**src/verilog/emi_params.svh**
```systemverilog
// Purpose: Named constants for the Ethernet interrupt-enable and MAC config block
// Assumes: 32-bit AXI4-Lite register window, word aligned
// Notes:   Offsets are byte addresses; CLR/SET/INV views sit at +4/+8/+c
`ifndef EMI_PARAMS_SVH
`define EMI_PARAMS_SVH

// Register base offsets
`define EMI_OFF_IEN      8'h00
`define EMI_OFF_CFG2     8'h10
`define EMI_OFF_STAT     8'h20
`define EMI_OFF_EVSTAT   8'h30

// Variant sub-offsets (low nibble)
`define EMI_SUB_PLAIN    4'h0
`define EMI_SUB_CLR      4'h4
`define EMI_SUB_SET      4'h8
`define EMI_SUB_INV      4'hc

// Implemented-bit masks (unused bits read zero)
`define EMI_IEN_MASK     32'h0000_63ef
`define EMI_CFG2_MASK    32'h0000_73ff
`define EMI_IEN_RST      32'h0000_0000
`define EMI_CFG2_RST     32'h0000_40b2

// Field positions, interrupt enable / event status
`define EMI_B_TXBUSERR   14
`define EMI_B_RXBUSERR   13
`define EMI_B_EWMARK     9
`define EMI_B_FWMARK     8
`define EMI_B_RXDONE     7
`define EMI_B_PKTWAIT    6
`define EMI_B_RXACT      5
`define EMI_B_TXDONE     3
`define EMI_B_TXABORT    2
`define EMI_B_RXNOBUF    1
`define EMI_B_RXOVR      0

// Transmit-side event mask
`define EMI_TX_EVENTS    32'h0000_400c

// Field positions, MAC config two
`define EMI_B_UDEFER     14
`define EMI_B_BPSKIP     13
`define EMI_B_SKIPBO     12
`define EMI_B_SHORTPRE   9
`define EMI_B_PRECHK     8
`define EMI_B_AUTO_TAG_PAD    7
`define EMI_B_TAGPAD     6
`define EMI_B_PADON      5

// Frame constants
`define EMI_PRE_BYTE     8'h55
`define EMI_PRE_MAX      4'hc
`define EMI_VLAN_ID      16'h8100

// AXI responses
`define EMI_RESP_OKAY    2'b00
`define EMI_RESP_SLVERR  2'b10

`endif

```
**src/verilog/emi_pkg.sv**
```systemverilog
// Purpose: Types for the Ethernet interrupt-enable and MAC config block
// Assumes: Included constants header
// Notes:   Types only
`default_nettype none
package emi_pkg;
   // Pad decision for an outgoing frame
   typedef enum logic [1:0] {
      EMI_PAD_NONE   = 2'b00,
      EMI_PAD_PLAIN  = 2'b01,
      EMI_PAD_TAGGED = 2'b10
   } emi_pad_e;
   // Preamble checker state
   typedef enum logic [1:0] {
      EMI_PRE_IDLE = 2'b00,
      EMI_PRE_RUN  = 2'b01,
      EMI_PRE_DONE = 2'b10
   } emi_pre_e;
   typedef logic [31:0] emi_word_t;
endpackage
`default_nettype wire

```
**src/verilog/emi_eth_cfg.sv**
```systemverilog
// Purpose: Interrupt enables, event status and MAC config two for an Ethernet MAC
// Assumes: One 125 MHz clock, asynchronous active-high reset, AXI4-Lite slave
// Notes:   Byte-wide writes (wstrb not a 16/32-bit pattern) are ignored but answered OKAY
`include "emi_params.svh"
`default_nettype none

// Operation
// - Enabled transmit bus error raises the interrupt; disabled it does not.
// - Enabled receive bus error raises the interrupt; disabled it does not.
// - Empty and full watermark enables each gate their receive event.
// - Receive done, packet waiting, receive activity enables gate their events.
// - Transmit done and transmit abort enables gate their events.
// - No-buffer and FIFO overrun enables gate their receive errors.
// - Transmit enables touch only transmit events.
// - Receive enables touch only receive events.
// - Unused interrupt-enable bits read zero.
// - Unlimited defer set: defer forever; clear: abort at deferral limit; resets one.
// - Backpressure skip-backoff: retransmit at once after self-caused collision.
// - Skip backoff: retransmit at once after any collision; else exponential backoff.
// - Short-preamble enforce: accept only preambles under 12 bytes.
// - Preamble check: every byte 0x55 and error-free, else discard.
// - Auto pad compares octets after source address with 0x8100.
// - Auto and tagged pad ignored while pad enable is clear.
// - 16- and 32-bit accesses taken, including variants; byte writes ignored.
module emi_eth_cfg
   import emi_pkg::*;
(
   // Clock and reset
   input  wire logic          clk,
   input  wire logic          rst,
   // AXI4-Lite write address / data / response
   input  wire logic [7:0]    s_axi_awaddr,
   input  wire logic          s_axi_awvalid,
   output logic               s_axi_awready,
   input  wire logic [31:0]   s_axi_wdata,
   input  wire logic [3:0]    s_axi_wstrb,
   input  wire logic          s_axi_wvalid,
   output logic               s_axi_wready,
   output logic [1:0]         s_axi_bresp,
   output logic               s_axi_bvalid,
   input  wire logic          s_axi_bready,
   // AXI4-Lite read
   input  wire logic [7:0]    s_axi_araddr,
   input  wire logic          s_axi_arvalid,
   output logic               s_axi_arready,
   output logic [31:0]        s_axi_rdata,
   output logic [1:0]         s_axi_rresp,
   output logic               s_axi_rvalid,
   input  wire logic          s_axi_rready,
   // MAC event pulses, bit layout as the interrupt enable register
   input  wire emi_pkg::emi_word_t macEvents,
   // Receive preamble byte stream
   input  wire logic          preValid,
   input  wire logic [7:0]    preByte,
   input  wire logic          preErr,
   input  wire logic          preSfd,
   // Transmit frame type octets and pad request
   input  wire logic          typeValid,
   input  wire logic [15:0]   typeOctets,
   // Transmit policy outputs
   output logic               unlimitedDefer,
   output logic               collRetryNow,
   output logic               bpRetryNow,
   output emi_pkg::emi_pad_e  padMode,
   // Receive preamble verdict
   output logic               preAccept,
   output logic               preDiscard,
   // Interrupt
   output logic               irq
);
   import emi_pkg::*;

   emi_word_t ienR;
   emi_word_t cfgR;
   emi_word_t evStatR;
   logic       awHeldR;
   logic       wHeldR;
   logic [7:0] awAddrR;
   logic [31:0] wDataR;
   logic [3:0] wStrbR;
   logic       wrFire;
   logic       wrWide;
   logic [31:0] wrMask;
   logic [7:0] wrBase;
   logic [3:0] wrSub;
   emi_pre_e   preStateR;
   logic [3:0] preCountR;
   logic       preBadR;

   // Write address and data are latched independently; either may come first
   assign s_axi_awready = !awHeldR && !s_axi_bvalid;
   assign s_axi_wready  = !wHeldR && !s_axi_bvalid;
   assign wrFire = awHeldR && wHeldR && !s_axi_bvalid;

   always_ff @(posedge clk or posedge rst)
   begin
      if (rst)
      begin
         awHeldR <= 1'b0;
         wHeldR  <= 1'b0;
         awAddrR <= 8'h00;
         wDataR  <= 32'h0000_0000;
         wStrbR  <= 4'h0;
      end
      else
      begin
         if (s_axi_awvalid && s_axi_awready)
         begin
            awHeldR <= 1'b1;
            awAddrR <= s_axi_awaddr;
         end
         else if (wrFire)
            awHeldR <= 1'b0;
         if (s_axi_wvalid && s_axi_wready)
         begin
            wHeldR <= 1'b1;
            wDataR <= s_axi_wdata;
            wStrbR <= s_axi_wstrb;
         end
         else if (wrFire)
            wHeldR <= 1'b0;
      end
   end

   // Only full words or aligned halfwords count; lone bytes are dropped
   always_comb
   begin
      wrWide = 1'b0;
      wrMask = 32'h0000_0000;
      case (wStrbR)
         4'hf:
         begin
            wrWide = 1'b1;
            wrMask = 32'hffff_ffff;
         end
         4'h3:
         begin
            wrWide = 1'b1;
            wrMask = 32'h0000_ffff;
         end
         4'hc:
         begin
            wrWide = 1'b1;
            wrMask = 32'hffff_0000;
         end
         default:
         begin
            wrWide = 1'b0;
            wrMask = 32'h0000_0000;
         end
      endcase
   end
   assign wrBase = {awAddrR[7:4], 4'h0};
   assign wrSub  = awAddrR[3:0];

   // Apply a plain, clear, set or invert view to a register value
   function automatic emi_word_t applyWr(input emi_word_t cur, input emi_word_t imp);
      emi_word_t d;
      d = wDataR & wrMask;
      case (wrSub)
         `EMI_SUB_PLAIN: applyWr = ((cur & ~wrMask) | d) & imp;
         `EMI_SUB_CLR:   applyWr = cur & ~d;
         `EMI_SUB_SET:   applyWr = (cur | d) & imp;
         `EMI_SUB_INV:   applyWr = (cur ^ d) & imp;
         default:        applyWr = cur;
      endcase
   endfunction

   // Interrupt enable register; unimplemented bits forced low
   always_ff @(posedge clk or posedge rst)
   begin
      if (rst)
         ienR <= `EMI_IEN_RST;
      else if (wrFire && wrWide && wrBase == `EMI_OFF_IEN)
         ienR <= applyWr(ienR, `EMI_IEN_MASK);
   end

   // MAC config two; unlimited defer and pad-on reset high
   always_ff @(posedge clk or posedge rst)
   begin
      if (rst)
         cfgR <= `EMI_CFG2_RST;
      else if (wrFire && wrWide && wrBase == `EMI_OFF_CFG2)
         cfgR <= applyWr(cfgR, `EMI_CFG2_MASK);
   end

   // Sticky event flags, write-one-to-clear; a new event beats the clear
   always_ff @(posedge clk or posedge rst)
   begin
      if (rst)
         evStatR <= 32'h0000_0000;
      else if (wrFire && wrWide && wrBase == `EMI_OFF_EVSTAT && wrSub == `EMI_SUB_PLAIN)
         evStatR <= ((evStatR & ~(wDataR & wrMask)) | macEvents) & `EMI_IEN_MASK;
      else
         evStatR <= (evStatR | macEvents) & `EMI_IEN_MASK;
   end

   // Write response; unmapped addresses answer SLVERR
   always_ff @(posedge clk or posedge rst)
   begin
      if (rst)
      begin
         s_axi_bvalid <= 1'b0;
         s_axi_bresp  <= `EMI_RESP_OKAY;
      end
      else if (wrFire)
      begin
         s_axi_bvalid <= 1'b1;
         s_axi_bresp  <= (wrBase == `EMI_OFF_IEN || wrBase == `EMI_OFF_CFG2 ||
                          wrBase == `EMI_OFF_EVSTAT) ? `EMI_RESP_OKAY : `EMI_RESP_SLVERR;
      end
      else if (s_axi_bready)
         s_axi_bvalid <= 1'b0;
   end

   // Read channel: one cycle from address to data; variants read the base
   assign s_axi_arready = !s_axi_rvalid;
   always_ff @(posedge clk or posedge rst)
   begin
      if (rst)
      begin
         s_axi_rvalid <= 1'b0;
         s_axi_rdata  <= 32'h0000_0000;
         s_axi_rresp  <= `EMI_RESP_OKAY;
      end
      else if (s_axi_arvalid && s_axi_arready)
      begin
         s_axi_rvalid <= 1'b1;
         s_axi_rresp  <= `EMI_RESP_OKAY;
         case ({s_axi_araddr[7:4], 4'h0})
            `EMI_OFF_IEN:    s_axi_rdata <= ienR & `EMI_IEN_MASK;
            `EMI_OFF_CFG2:   s_axi_rdata <= cfgR;
            `EMI_OFF_STAT:   s_axi_rdata <= evStatR & ienR;
            `EMI_OFF_EVSTAT: s_axi_rdata <= evStatR;
            default:
            begin
               s_axi_rdata <= 32'h0000_0000;
               s_axi_rresp <= `EMI_RESP_SLVERR;
            end
         endcase
      end
      else if (s_axi_rready)
         s_axi_rvalid <= 1'b0;
   end

   // Each enable gates only its own event bit, so transmit and receive
   // enables never cross paths
   always_ff @(posedge clk or posedge rst)
   begin
      if (rst)
         irq <= 1'b0;
      else
         irq <= |(((evStatR | macEvents) & ienR) & `EMI_IEN_MASK);
   end

   // Transmit policy straight from config bits
   always_ff @(posedge clk or posedge rst)
   begin
      if (rst)
      begin
         unlimitedDefer <= 1'b1;
         collRetryNow   <= 1'b0;
         bpRetryNow     <= 1'b0;
      end
      else
      begin
         unlimitedDefer <= cfgR[`EMI_B_UDEFER];
         collRetryNow   <= cfgR[`EMI_B_SKIPBO];
         bpRetryNow     <= cfgR[`EMI_B_SKIPBO] | cfgR[`EMI_B_BPSKIP];
      end
   end

   // Pad decision: auto detection and tagged pad only count with pad-on
   always_ff @(posedge clk or posedge rst)
   begin
      if (rst)
         padMode <= EMI_PAD_NONE;
      else if (typeValid)
      begin
         if (!cfgR[`EMI_B_PADON])
            padMode <= EMI_PAD_NONE;
         else if (cfgR[`EMI_B_AUTO_TAG_PAD])
            padMode <= (typeOctets == `EMI_VLAN_ID) ? EMI_PAD_TAGGED : EMI_PAD_PLAIN;
         else if (cfgR[`EMI_B_TAGPAD])
            padMode <= EMI_PAD_TAGGED;
         else
            padMode <= EMI_PAD_PLAIN;
      end
   end

   // Preamble checker: counts bytes until the start delimiter
   always_ff @(posedge clk or posedge rst)
   begin
      if (rst)
      begin
         preStateR  <= EMI_PRE_IDLE;
         preCountR  <= 4'h0;
         preBadR    <= 1'b0;
         preAccept  <= 1'b0;
         preDiscard <= 1'b0;
      end
      else
      begin
         preAccept  <= 1'b0;
         preDiscard <= 1'b0;
         case (preStateR)
            EMI_PRE_IDLE, EMI_PRE_RUN:
            begin
               if (preValid && !preSfd)
               begin
                  preStateR <= EMI_PRE_RUN;
                  if (preCountR != 4'hf)
                     preCountR <= preCountR + 4'h1;
                  if (cfgR[`EMI_B_PRECHK] && (preErr || preByte != `EMI_PRE_BYTE))
                     preBadR <= 1'b1;
               end
               else if (preValid && preSfd)
               begin
                  preStateR <= EMI_PRE_DONE;
                  if (preBadR || (cfgR[`EMI_B_SHORTPRE] && preCountR >= `EMI_PRE_MAX))
                     preDiscard <= 1'b1;
                  else
                     preAccept <= 1'b1;
               end
            end
            EMI_PRE_DONE:
            begin
               preStateR <= EMI_PRE_IDLE;
               preCountR <= 4'h0;
               preBadR   <= 1'b0;
            end
            default:
               preStateR <= EMI_PRE_IDLE;
         endcase
      end
   end

   // Helper: high when any enabled flag is pending
   logic pendEn;
   assign pendEn = |(evStatR & ienR);

   a_irq_follows_flags: assert property (@(posedge clk) disable iff (rst)
      pendEn |=> irq)
      else $error("irq low while enabled flag pending");
   a_tx_event_gated: assert property (@(posedge clk) disable iff (rst)
      (macEvents[`EMI_B_TXBUSERR] && !ienR[`EMI_B_TXBUSERR] && !(|(evStatR & ienR))
       && !(|(macEvents & ienR))) |=> !irq)
      else $error("disabled tx bus error raised irq");
   a_rx_bus_raise: assert property (@(posedge clk) disable iff (rst)
      (macEvents[`EMI_B_RXBUSERR] && ienR[`EMI_B_RXBUSERR]) |=> irq)
      else $error("enabled rx bus error missed irq");
   a_rx_events_raise: assert property (@(posedge clk) disable iff (rst)
      (|(macEvents & ienR & ~`EMI_TX_EVENTS)) |=> irq)
      else $error("enabled rx event missed irq");
   a_tx_events_raise: assert property (@(posedge clk) disable iff (rst)
      (|(macEvents & ienR & `EMI_TX_EVENTS)) |=> irq)
      else $error("enabled tx event missed irq");
   a_ien_unused_zero: assert property (@(posedge clk) disable iff (rst)
      (ienR & ~`EMI_IEN_MASK) == 32'h0000_0000)
      else $error("unused enable bit set");
   a_defer_follows: assert property (@(posedge clk) disable iff (rst)
      $changed(cfgR[`EMI_B_UDEFER]) |=> unlimitedDefer == $past(cfgR[`EMI_B_UDEFER]))
      else $error("defer output wrong");
   a_backoff_skip: assert property (@(posedge clk) disable iff (rst)
      cfgR[`EMI_B_SKIPBO] |=> collRetryNow && bpRetryNow)
      else $error("skip backoff not applied");
   a_pad_off: assert property (@(posedge clk) disable iff (rst)
      (typeValid && !cfgR[`EMI_B_PADON]) |=> padMode == EMI_PAD_NONE)
      else $error("pad while pad off");
   a_vlan_detect: assert property (@(posedge clk) disable iff (rst)
      (typeValid && cfgR[`EMI_B_PADON] && cfgR[`EMI_B_AUTO_TAG_PAD]
       && typeOctets == `EMI_VLAN_ID) |=> padMode == EMI_PAD_TAGGED)
      else $error("tagged frame not detected");
   a_long_pre_drop: assert property (@(posedge clk) disable iff (rst)
      (preValid && preSfd && preStateR != EMI_PRE_DONE && cfgR[`EMI_B_SHORTPRE]
       && preCountR >= `EMI_PRE_MAX) |=> preDiscard)
      else $error("long preamble accepted");
   a_byte_write_ign: assert property (@(posedge clk) disable iff (rst)
      (wrFire && !wrWide) |=> $stable(ienR) && $stable(cfgR))
      else $error("byte write changed a register");
   a_event_sticky: assert property (@(posedge clk) disable iff (rst)
      (|(macEvents & `EMI_IEN_MASK)) |=>
      (evStatR & $past(macEvents) & `EMI_IEN_MASK) == ($past(macEvents) & `EMI_IEN_MASK))
      else $error("event flag lost or clear beat set");
endmodule
`default_nettype wire

```
**config.mk**
```make
export PLATFORM = sky130hd
export DESIGN_NAME = emi_eth_cfg
export DESIGN_NICKNAME = d
export VERILOG_FILES = /design/src/verilog/emi_pkg.sv /design/src/verilog/emi_eth_cfg.sv
export VERILOG_INCLUDE_DIRS = /design/src /design/src/verilog
export SDC_FILE = /design/constraint.sdc
export NUM_CORES = 1
export LEC_CHECK = 0
export CAP_MARGIN = 5
export CORE_MARGIN = 2
export CORE_UTILIZATION = 40
export CTS_CLUSTER_DIAMETER = 80
export DETAILED_ROUTE_END_ITERATION = 12
export DONT_BUFFER_PORTS = 1
export PLACE_DENSITY_LB_ADDON = 0.1
export SLEW_MARGIN = 30
export SYNTH_ARGS = -nofsm -noshare
export SYNTH_HDL_FRONTEND = slang
export SYNTH_SLANG_ARGS = --single-unit
```
**constraint.sdc**
```tcl
create_clock -name clk -period 5.6 [get_ports clk]
set_input_delay 0.28 -clock clk [delete_from_list [all_inputs] [get_ports clk]]
set_output_delay 0.28 -clock clk [all_outputs]
set_load 0.05 [all_outputs]
```
**Yosys cells after proc, flatten, opt, wreduce, memory -nomap -nowiden**

Index checks and enable logic that the tools add are counted.

- Register bits after elaboration: 178
- Input port bits: 119
- Output and inout bits: 49

- Add/subtract/negate cells: 1
- Magnitude comparators: 1
- Equality and inequality tests: 20
- Multiplexer cells: 36
- Bitwise logic cells: 19
- Reduce and logical (&&, ||, !) cells: 43

Operators with widths:

| kind | number |
|---|---|
| $pmux W32 S4 | 3 |
| $and A32 B32 Y32 | 3 |
| $pmux W32 S3 | 1 |
| $or A15 B15 Y15 | 6 |
| $and A15 B15 Y15 | 4 |
| $and A15 B32 Y32 | 1 |
| $not A32 Y32 | 1 |
| $xor A15 B15 Y15 | 2 |
| $mux W1 | 18 |
| $mux W2 | 9 |
| $eq A16 B16 Y1 const B | 1 |
| $eq A4 B2 Y1 const B | 4 |
| $eq A4 B4 Y1 const B | 4 |
| $logic_and A1 B1 Y1 | 16 |
| $mux W15 | 1 |
| $not A15 Y15 | 1 |
| $reduce_or A11 Y1 | 1 |
| $reduce_bool A2 Y1 | 5 |
| $eq A4 B1 Y1 const B | 2 |
| $logic_not A4 Y1 | 2 |
| $logic_not A8 Y1 | 1 |
| $mux W4 | 2 |
| $ne A8 B7 Y1 const B | 1 |
| $pmux W4 S2 | 1 |
| 19 further kinds | 30 |

**Longest topological paths before layout**

Gate-level depths: netlist of the first run.

- Depth in word-level cells: 7
- Gate-level depth with buffers: 9

**Least setup slack after synthesis of the first run**

No wires, ideal clock.

- Path kind: reg2reg
- Start: reg s_axi_bvalid
- End: reg wDataR[0]
- Arrival time: 2.313 ns
- Data required time: 5.475 ns
- Slack: 3.162 ns
- Stages on the path, launching flop included: 6
- Buffers on the path: 2
- Period minus slack after synthesis: 2.438 ns
- Cell sequence: dfrtp_1 -> nor2_1 -> and2_1 -> buf_2 -> buf_2 -> mux2_2

- Longest elaborated chain between the ends: 3

RTL lines:

| element | line | RTL |
|---|---|---|
| from (decl) | emi_eth_cfg.sv:40 | `output logic s_axi_bvalid,` |
| from (signal assigned) | emi_eth_cfg.sv:203 | `s_axi_bvalid <= 1'b0;` |
| from (signal assigned) | emi_eth_cfg.sv:208 | `s_axi_bvalid <= 1'b1;` |
| from (signal assigned) | emi_eth_cfg.sv:213 | `s_axi_bvalid <= 1'b0;` |
| $logic_not A1 Y1 | emi_eth_cfg.sv:92 | `assign s_axi_wready = !wHeldR && !s_axi_bvalid;` |
| $logic_and A1 B1 Y1 | emi_eth_cfg.sv:92 |  |
| via s_axi_wready | emi_eth_cfg.sv:38 | `output logic s_axi_wready,` |
| $logic_and A1 B1 Y1 | emi_eth_cfg.sv:114 | `if (s_axi_wvalid && s_axi_wready)` |
| to (signal assigned) | emi_eth_cfg.sv:117 | `wDataR <= s_axi_wdata;` |
| to (decl) | emi_eth_cfg.sv:79 | `logic [31:0] wDataR;` |

The timed path passes the listed nets, and every way through them passes these cells.
A chain may end at the register's enable or synchronous reset.

==> flow_metrics.tcl, run 1 <==
set metrics [dict create \
    maxCapViolations 0 \
    grt_pass1_wl_mm 32.9 \
    core_um2 18800 \
    finalPower_mw 4.11 \
    r2r_cells 8 \
    async_flop_share_pct 100 \
    cts_tree "done" \
    synth-edff-count 0 \
    clk_latency_ns 0.43 \
    max_slew_margin_pct 35.1 \
    drcViolationCount 0 \
    synthAdderAreaFrac_pct 8.01 \
    final_cells 958 \
    drtPass1Iterations 7 \
    fin_area_um2 9120 \
    cts_buffer_depth 2 \
    clock.fmax_ghz 0.331 \
    rsz0062_at_grt "false" \
    cts_sinks 151 \
    hold_path.class "in2reg" \
    die_h_um 142 \
    synth_cell_types 53 \
    nNetsFinal 879 \
    startpoint_type "flop" \
    overflow 0 \
    yosysTopAreaCell "dfrtp_1" \
    powerDensity_nw_per_um2 450 \
    cp-end-kind "flop" \
    ant_nets 0 \
    skew_ns 0.0107 \
    dpl.hpwl_mm 12.8 \
    root_buffer "clkbuf_16" \
    yosysWarningCount 0 \
    status "finished, final reports clean" \
    synth_top_family_by_area "compound AO/OA/AOI/OAI gates" \
    syn2layout_area_growth_pct 19.2 \
    ios 168 \
    via_per_inst 5.79 \
    start_util_pct 40.8 \
    rows 50 \
    finalCritPeriodShare_pct 54.0 \
    wl_mm 20.9 \
    yosys.area.top_type_share_pct 47.4 \
    yosys-top-cells-area "dfrtp_1, ha_1, mux2_2" \
    synth_compound_area_share_pct 17.9 \
    fin_crit_ns 3.02 \
    place_congestion 0.798 \
    antenna_found_initial 0 \
    synthMuxAreaShare_pct 10.8 \
    final_max_slew_viol_count 0 \
    clk_pin_slew_ns 0.08 \
    p_leak_nw 3.82 \
    worstSetupPathType "reg2reg" \
    numCtsBuffers 17 \
    grt_pass1_vias 6064 \
    cts_post_setup_buffers_inserted 0 \
    vias 5545 \
    worst_slew_pin_slew_ns 0.974 \
    yosysMostFrequentCell "dfrtp_1" \
    synthSimpleGateAreaFrac_pct 8.76 \
    antenna_cells 0 \
    wl_per_cell_um 21.8 \
    place_inst 865 \
    crit_fanout 17 \
    ys.flop_type "dfrtp_1" \
    grt_max_degree 97 \
    hold_depth 2 \
    synth_seq_cells 151 \
    required_ns 5.89 \
    track_usage_pct 21.5 \
    drtIter0Drc 314 \
    syn_area_um2 7650 \
    finalSetupViolCount 0 \
    portBuffers 0 \
    drive_above_1_share_pct 15.2 \
    die-area_um2 20300 \
    ir_worst_vdd_v 0.000210 \
    syn_avg_cell_area_um2 11.5 \
    synth_xor_area_share_pct 0.670 \
    cts_htree_levels 4 \
    seq_area_frac_synth_pct 49.5 \
    post_cts_resized 0 \
    cts.hold.buffers_added 61 \
    synth_commonest_cells "dfrtp_1, ha_1, mux2_2" \
    n_fill_cell 1720 \
    dpl-instance-area_um2 7870 \
    finalHoldViolations 0 \
    die_x_um 142 \
    crit_arrival_ns 3.31 \
    final.setup.tns_ns 0 \
    synth_cells 667 \
]
[stage by stage]
step / worst slack (ns) / hold slack [ns] / util, %
after global routing: 2.36 / 0.0409 / 48.6
final: 2.58 / 0.0442 / 48.6
after detailed placement: 1.96 / 0.377 / 42.0
after floorplan: 1.27 / 0.369 / -
after global placement: 2.19 / 0.374 / 41.6
after CTS: 2.02 / 0.0230 / 48.5
[cell type report]
class	instances	area, µm²	area share, %
sequential	151	3790	41.5
inverter	35	139	1.52
clock inverter	15	194	2.13
multi-input combinational	438	3620	39.7
clock buffer	17	425	4.66
timing repair buffer	68	663	7.27
tap	234	293	3.21
[path summary, 6_finish.rpt]
| path | startpoint | endpoint | slack, ns |
|---|---|---|---|
| setup / recovery | wStrbR[1] | flop | 2.58 |
| hold / removal | preSfd | preStateR[1] | 0.04 |
| setup reg to reg | wStrbR[1] | flop | 2.58 |
| hold reg to reg | flop | unlimitedDefer | 0.39 |
| max in group asynchronous | rst | asynchronous set/reset pin | 3.95 |
| min in group asynchronous | rst | s_axi_bvalid | 0.44 |
[report_power, final]
| group | switching, mW | total [mW] | internal (mW) |
|---|---|---|---|
| clock | 0.569 | 1.18 | 0.610 |
| sequential | 0.284 | 1.59 | 1.31 |
| combinational | 0.806 | 1.33 | 0.528 |
[cells by family after synthesis]
family | after synthesis
other | 1
xor gates and xnor gates | 5
DFF | 151
AOI/OAI and AO/OA | 184
and+or+nand+nor | 121
muxes | 77
adders and majority gates | 49
buffers and inverters | 79
[worst max-delay path, stage by stage, from the launching register on]
cell       delay (ns)
dfrtp_1          0.38
nand2_1          0.56
nor2_4           0.75
nand2_1          0.25
ha_1             0.34
mux2i_1          0.16
o22a_1           0.17
o22ai_1          0.07
a2bb2oi_1        0.18
[metal layers]
layer | vias to the layer above | global-route usage, % | wire length [µm]
met5 | - | 0 | 0
met4 | 0 | 8.70 | 408
met3 | 31 | 5.92 | 1460
met2 | 211 | 35.5 | 10200
met1 | 2775 | 26.7 | 8750
li1 | 2528 | - | -
[cell usage in the layout (no fill, tap or decap), types with 21 or more instances in the layout]
cell / count
dfrtp_1: 145
dlygate4sd3_1: 61
ha_1: 49
mux2_2: 42
mux2i_1: 35
inv_1: 33
nand2_1: 32
o21ai_0: 28
o22ai_1: 25
a22o_1: 21
No activity file was read; power rests on OpenSTA's default activity.
==> run 2: changes to the inputs <==
==> constraint.sdc (replaced) <==
create_clock -name clk -period 2.85 [get_ports clk]
set_input_delay 0.1425 -clock clk [delete_from_list [all_inputs] [get_ports clk]]
set_output_delay 0.1425 -clock clk [all_outputs]
set_load 0.05 [all_outputs]
==> run 2 against run 1 <==
Effect of this change: via count is 2.1% higher; global-route usage is 0.13 points lower; non-clock buffer count is 27 higher; cell count is 2.9% higher; maximum frequency is 32% higher; flip-flop and latch count stayed put; combinational power is 100% higher; register-to-register slack worse by 2.0 ns; wire length is 0.30% higher; clock power is 100% higher.
==> flow_metrics.tcl, run 2 (same netlist as run 1, synthesis figures left out) <==
set metrics [dict create \
    die_x_um 142 \
    hold_depth 2 \
    drtIter0Drc 243 \
    rows 50 \
    clk_pin_slew_ns 0.07 \
    finalCritPeriodShare_pct 80.2 \
    vias 5659 \
    dpl-instance-area_um2 8000 \
    wl_mm 20.9 \
    track_usage_pct 21.3 \
    die_h_um 142 \
    grt_pass1_wl_mm 32.8 \
    r2r_setup_slack_ns 0.56 \
    cp-end-kind "flop" \
    worstSetupPathType "reg2reg" \
    finalHoldViolations 0 \
    via_per_inst 5.74 \
    required_ns 3.20 \
    crit_fanout 11 \
    dpl.hpwl_mm 13.6 \
    die-area_um2 20300 \
    final.setup.tns_ns 0 \
    grt_pass1_vias 5992 \
    final_cells 986 \
    numCtsBuffers 17 \
    post_cts_resized 0 \
    status "finished, final reports clean" \
    place_inst 885 \
    fin_area_um2 9310 \
    drive_above_1_share_pct 16.9 \
    root_buffer "clkbuf_16" \
    final_common_cell "dfrtp_1" \
    place_congestion 0.824 \
    r2r_cells 6 \
    whs_ns 0.0198 \
    syn2layout_area_growth_pct 21.6 \
    drcViolationCount 0 \
    ios 168 \
    cts_tree "done" \
    cts_post_setup_buffers_inserted 0 \
    finalPower_mw 8.16 \
    drtPass1Iterations 5 \
    clock.fmax_ghz 0.437 \
    ant_nets 0 \
    start_util_pct 40.8 \
    worst_slew_pin_slew_ns 0.886 \
    antenna_found_initial 0 \
    grt_max_degree 61 \
    crit_arrival_ns 2.63 \
    cts_htree_levels 4 \
    maxCapViolations 0 \
    overflow 0 \
    p_leak_nw 3.96 \
    portBuffers 0 \
    core_um2 18800 \
    r2r_start "wStrbR[0]" \
    worst_slack_ns 0.564 \
    hold_path.class "in2reg" \
    final_cell_mix "dfrtp_1, dlygate4sd3_1, ha_1" \
    cts_sinks 151 \
    ir_worst_vdd_v 0.000561 \
    rsz0062_at_grt "false" \
    skew_ns 0.0121 \
    hold_path_end "s_axi_rdata[5]" \
    nNetsFinal 906 \
    startpoint_type "flop" \
    dp_slack_ns 0.627 \
    fin_util_pct 49.6 \
    clk_latency_ns 0.43 \
    wl_per_cell_um 21.2 \
    powerDensity_nw_per_um2 876 \
    finalSetupViolCount 0 \
    cts_buffer_depth 2 \
    worstHoldStart "s_axi_araddr[4]" \
    fin_crit_ns 2.29 \
    final_max_slew_viol_count 0 \
    max_slew_margin_pct 40.7 \
]
## run 2: cell types whose count changed in the layout (fill, tap and decap cells not counted), sizes merged
cell         delta
buf            +20
bufinv          +1
clkinv          -3
clkinvlp        +1
diode           +1
dlygate4sd3     +7
inv             +1
## run 2: worst max-delay path by stage
stage	from	to	slack, ns	cells after the start
2_1_floorplan	s_axi_bvalid	wDataR[0]	0.41	5
3_3_place_gp	wStrbR[3]	flop	0.58	6
3_5_place_dp	wStrbR[1]	flop	0.63	6
4_1_cts	wStrbR[1]	flop	0.59	6
5_1_grt	wStrbR[1]	flop	0.40	9
6_report	wStrbR[0]	flop	0.56	6
## run 2: where the power goes
part	internal (mW)	switching (mW)	total (mW)
Combinational	1.14	1.55	2.69
Sequential	2.57	0.529	3.10
Clock	1.28	1.09	2.37
## run 2: area by class of cell
type                       instances  area, µm²
sequential                       151       3790
timing repair buffer              95        921
clock inverter                    15        203
inverter                          35        135
multi-input combinational        438       3550
fill                            1666       9460
antenna                            1       2.50
tap                              234        293
clock buffer                      17        425
## run 2: timing repair
action | 4_1_cts | 5_1_grt
hold buffers | 68 | 0
endpoints found under the hold margin | 109 | 0
endpoints found under the setup margin | 0 | 0
## run 2: layer usage
layer,GRT usage [%],routed length (µm),vias up
met3,6.49,1310,36
met4,8.34,522,0
met1,26.4,8930,2861
met2,35.1,10100,180
met5,0,0,-
li1,-,-,2582
## run 2: worst max-delay path, stage by stage (launching register included)
cell and delay [ns]:
dfrtp_1 0.38, nand2_1 0.30, buf_4 0.30, o22ai_2 0.48, o2111ai_2 0.33, buf_12 0.24, a2bb2oi_1 0.16
==> run 3: changes to the inputs <==
==> constraint.sdc (replaced) <==
create_clock -name clk -period 2.4 [get_ports clk]
set_input_delay 0.12 -clock clk [delete_from_list [all_inputs] [get_ports clk]]
set_output_delay 0.12 -clock clk [all_outputs]
set_load 0.05 [all_outputs]
==> run 3 against run 2 <==
Effect of this change: global-route usage rose by 0.21 points; clock skew rose by 0.0035 ns; maximum frequency rose by 5.2%; die area did not move; wire length rose by 0.15%; power rose by 19%; combinational power rose by 22%; sequential power rose by 18%; setup slack got worse by 0.34 ns; cell count rose by 0.30%; flip-flop and latch count did not move; hold slack improved by 0.022 ns.
==> flow_metrics.tcl, run 3 (same netlist as run 1, synthesis figures left out) <==
set metrics [dict create \
    status "finished, final reports clean" \
    clk_latency_ns 0.43 \
    max_slew_margin_pct 44.4 \
    dpl.hpwl_mm 13.4 \
    rows 50 \
    track_usage_pct 21.5 \
    finalPower_mw 9.67 \
    worst_slack_ns 0.227 \
    clock.fmax_ghz 0.460 \
    final_cell_mix "dfrtp_1, dlygate4sd3_1, ha_1" \
    final_cells 989 \
    skew_ns 0.0156 \
    grt_pass1_wl_mm 33.4 \
    die-area_um2 20300 \
    whs_ns 0.0422 \
    die_x_um 142 \
    vias 5645 \
    numCtsBuffers 17 \
    overflow 0 \
    antenna_cells 0 \
    clk_pin_slew_ns 0.07 \
    worst_slew_pin_slew_ns 0.833 \
    r2r_cells 9 \
    place_inst 889 \
    rsz0062_at_grt "false" \
    syn2layout_area_growth_pct 21.7 \
    portBuffers 0 \
    n_fill_cell 1684 \
    grt_pass1_vias 6022 \
    finalCritPeriodShare_pct 90.5 \
    ios 168 \
    finalSetupViolCount 0 \
    finalHoldViolations 0 \
    hold_depth 4 \
    crit_fanout 13 \
    maxCapViolations 0 \
    regArea_um2 3790 \
    ir_worst_vdd_v 0.000535 \
    drtIter0Drc 365 \
    fin_crit_ns 2.17 \
    drtPass1Iterations 6 \
    root_buffer "clkbuf_16" \
    start_util_pct 40.8 \
    worstSetupPathType "reg2reg" \
    die_h_um 142 \
    crit_arrival_ns 2.53 \
    required_ns 2.76 \
    nNetsFinal 910 \
    cts_htree_levels 4 \
    cts_buffer_depth 2 \
    dp_slack_ns 0.259 \
    powerDensity_nw_per_um2 1040 \
    multi_input_area_um2 3540 \
    final_max_slew_viol_count 0 \
    antenna_found_initial 0 \
    cp-end-kind "flop" \
    post_cts_resized 0 \
    hold_path.class "in2reg" \
    ant_nets 0 \
    place_congestion 0.804 \
    final_common_cell "dfrtp_1" \
    via_per_inst 5.71 \
    cts_sinks 151 \
    wl_mm 21.0 \
    wl_per_cell_um 21.2 \
    final.setup.tns_ns 0 \
    drive_above_1_share_pct 17.4 \
    cts_tree "done" \
    p_leak_nw 3.96 \
    grt_max_degree 152 \
    core_um2 18800 \
    startpoint_type "flop" \
    drcViolationCount 0 \
]
-- run 3: changes by cell type in the layout (fill, tap and decap cells not counted), sizes merged --
cell / change
buf: +4
clkinv: +2
inv: -2
bufinv: -1
clkinvlp: +1
diode: -1
-- run 3: stage by stage --
step	util (%)	cell area (µm²)
floorplan	-	7660
global placement	42.8	8030
detailed placement	42.8	8030
CTS	49.7	9320
global route	49.7	9320
finish	49.7	9320
-- run 3: area by class of cell --
| type | instances | share of cell area [%] |
|---|---|---|
| repair buffers | 99 | 10.2 |
| well taps | 234 | 3.14 |
| multi-input cells | 438 | 38.0 |
| clock buffers | 17 | 4.56 |
| clock inverters | 15 | 1.99 |
| flip-flops and latches | 151 | 40.6 |
| inverters | 35 | 1.45 |
-- run 3: final timing paths --
| path | slack, ns | to | from |
|---|---|---|---|
| worst max-delay path | 0.23 | flop | wStrbR[3] |
| worst min-delay path | 0.04 | irq | macEvents[8] |
| worst max register to register | 0.23 | flop | wStrbR[3] |
| worst min register to register | 0.42 | unlimitedDefer | flop |
| max in group asynchronous | 1.38 | evStatR[2] | rst |
| min in group asynchronous | 0.41 | s_axi_bvalid | rst |
-- run 3: critical path, stage by stage (launching register included) --
cell       delay (ns)
dfrtp_1          0.42
xor2_2           0.19
nor2_1           0.14
buf_4            0.27
nand2_1          0.19
ha_1             0.32
mux2i_1          0.07
o22a_1           0.20
o22ai_1          0.16
a2bb2oi_2        0.14
-- run 3: metal layers --
metal | global-route usage, % | routed length (µm)
met5 | 0 | 0
met4 | 5.68 | 247
met2 | 35.8 | 10300
met3 | 5.62 | 1410
met1 | 28.1 | 9020
-- run 3: what timing repair did --
item                                   CTS  global route
endpoints found under the hold margin  223             0
setup buffers                            0             0
hold buffers                            68             0
-- run 3: where the power goes --
part / total, mW / internal, mW / switching, mW
logic: 3.28 / 1.41 / 1.86
clock network: 2.72 / 1.41 / 1.31
registers: 3.67 / 3.05 / 0.619
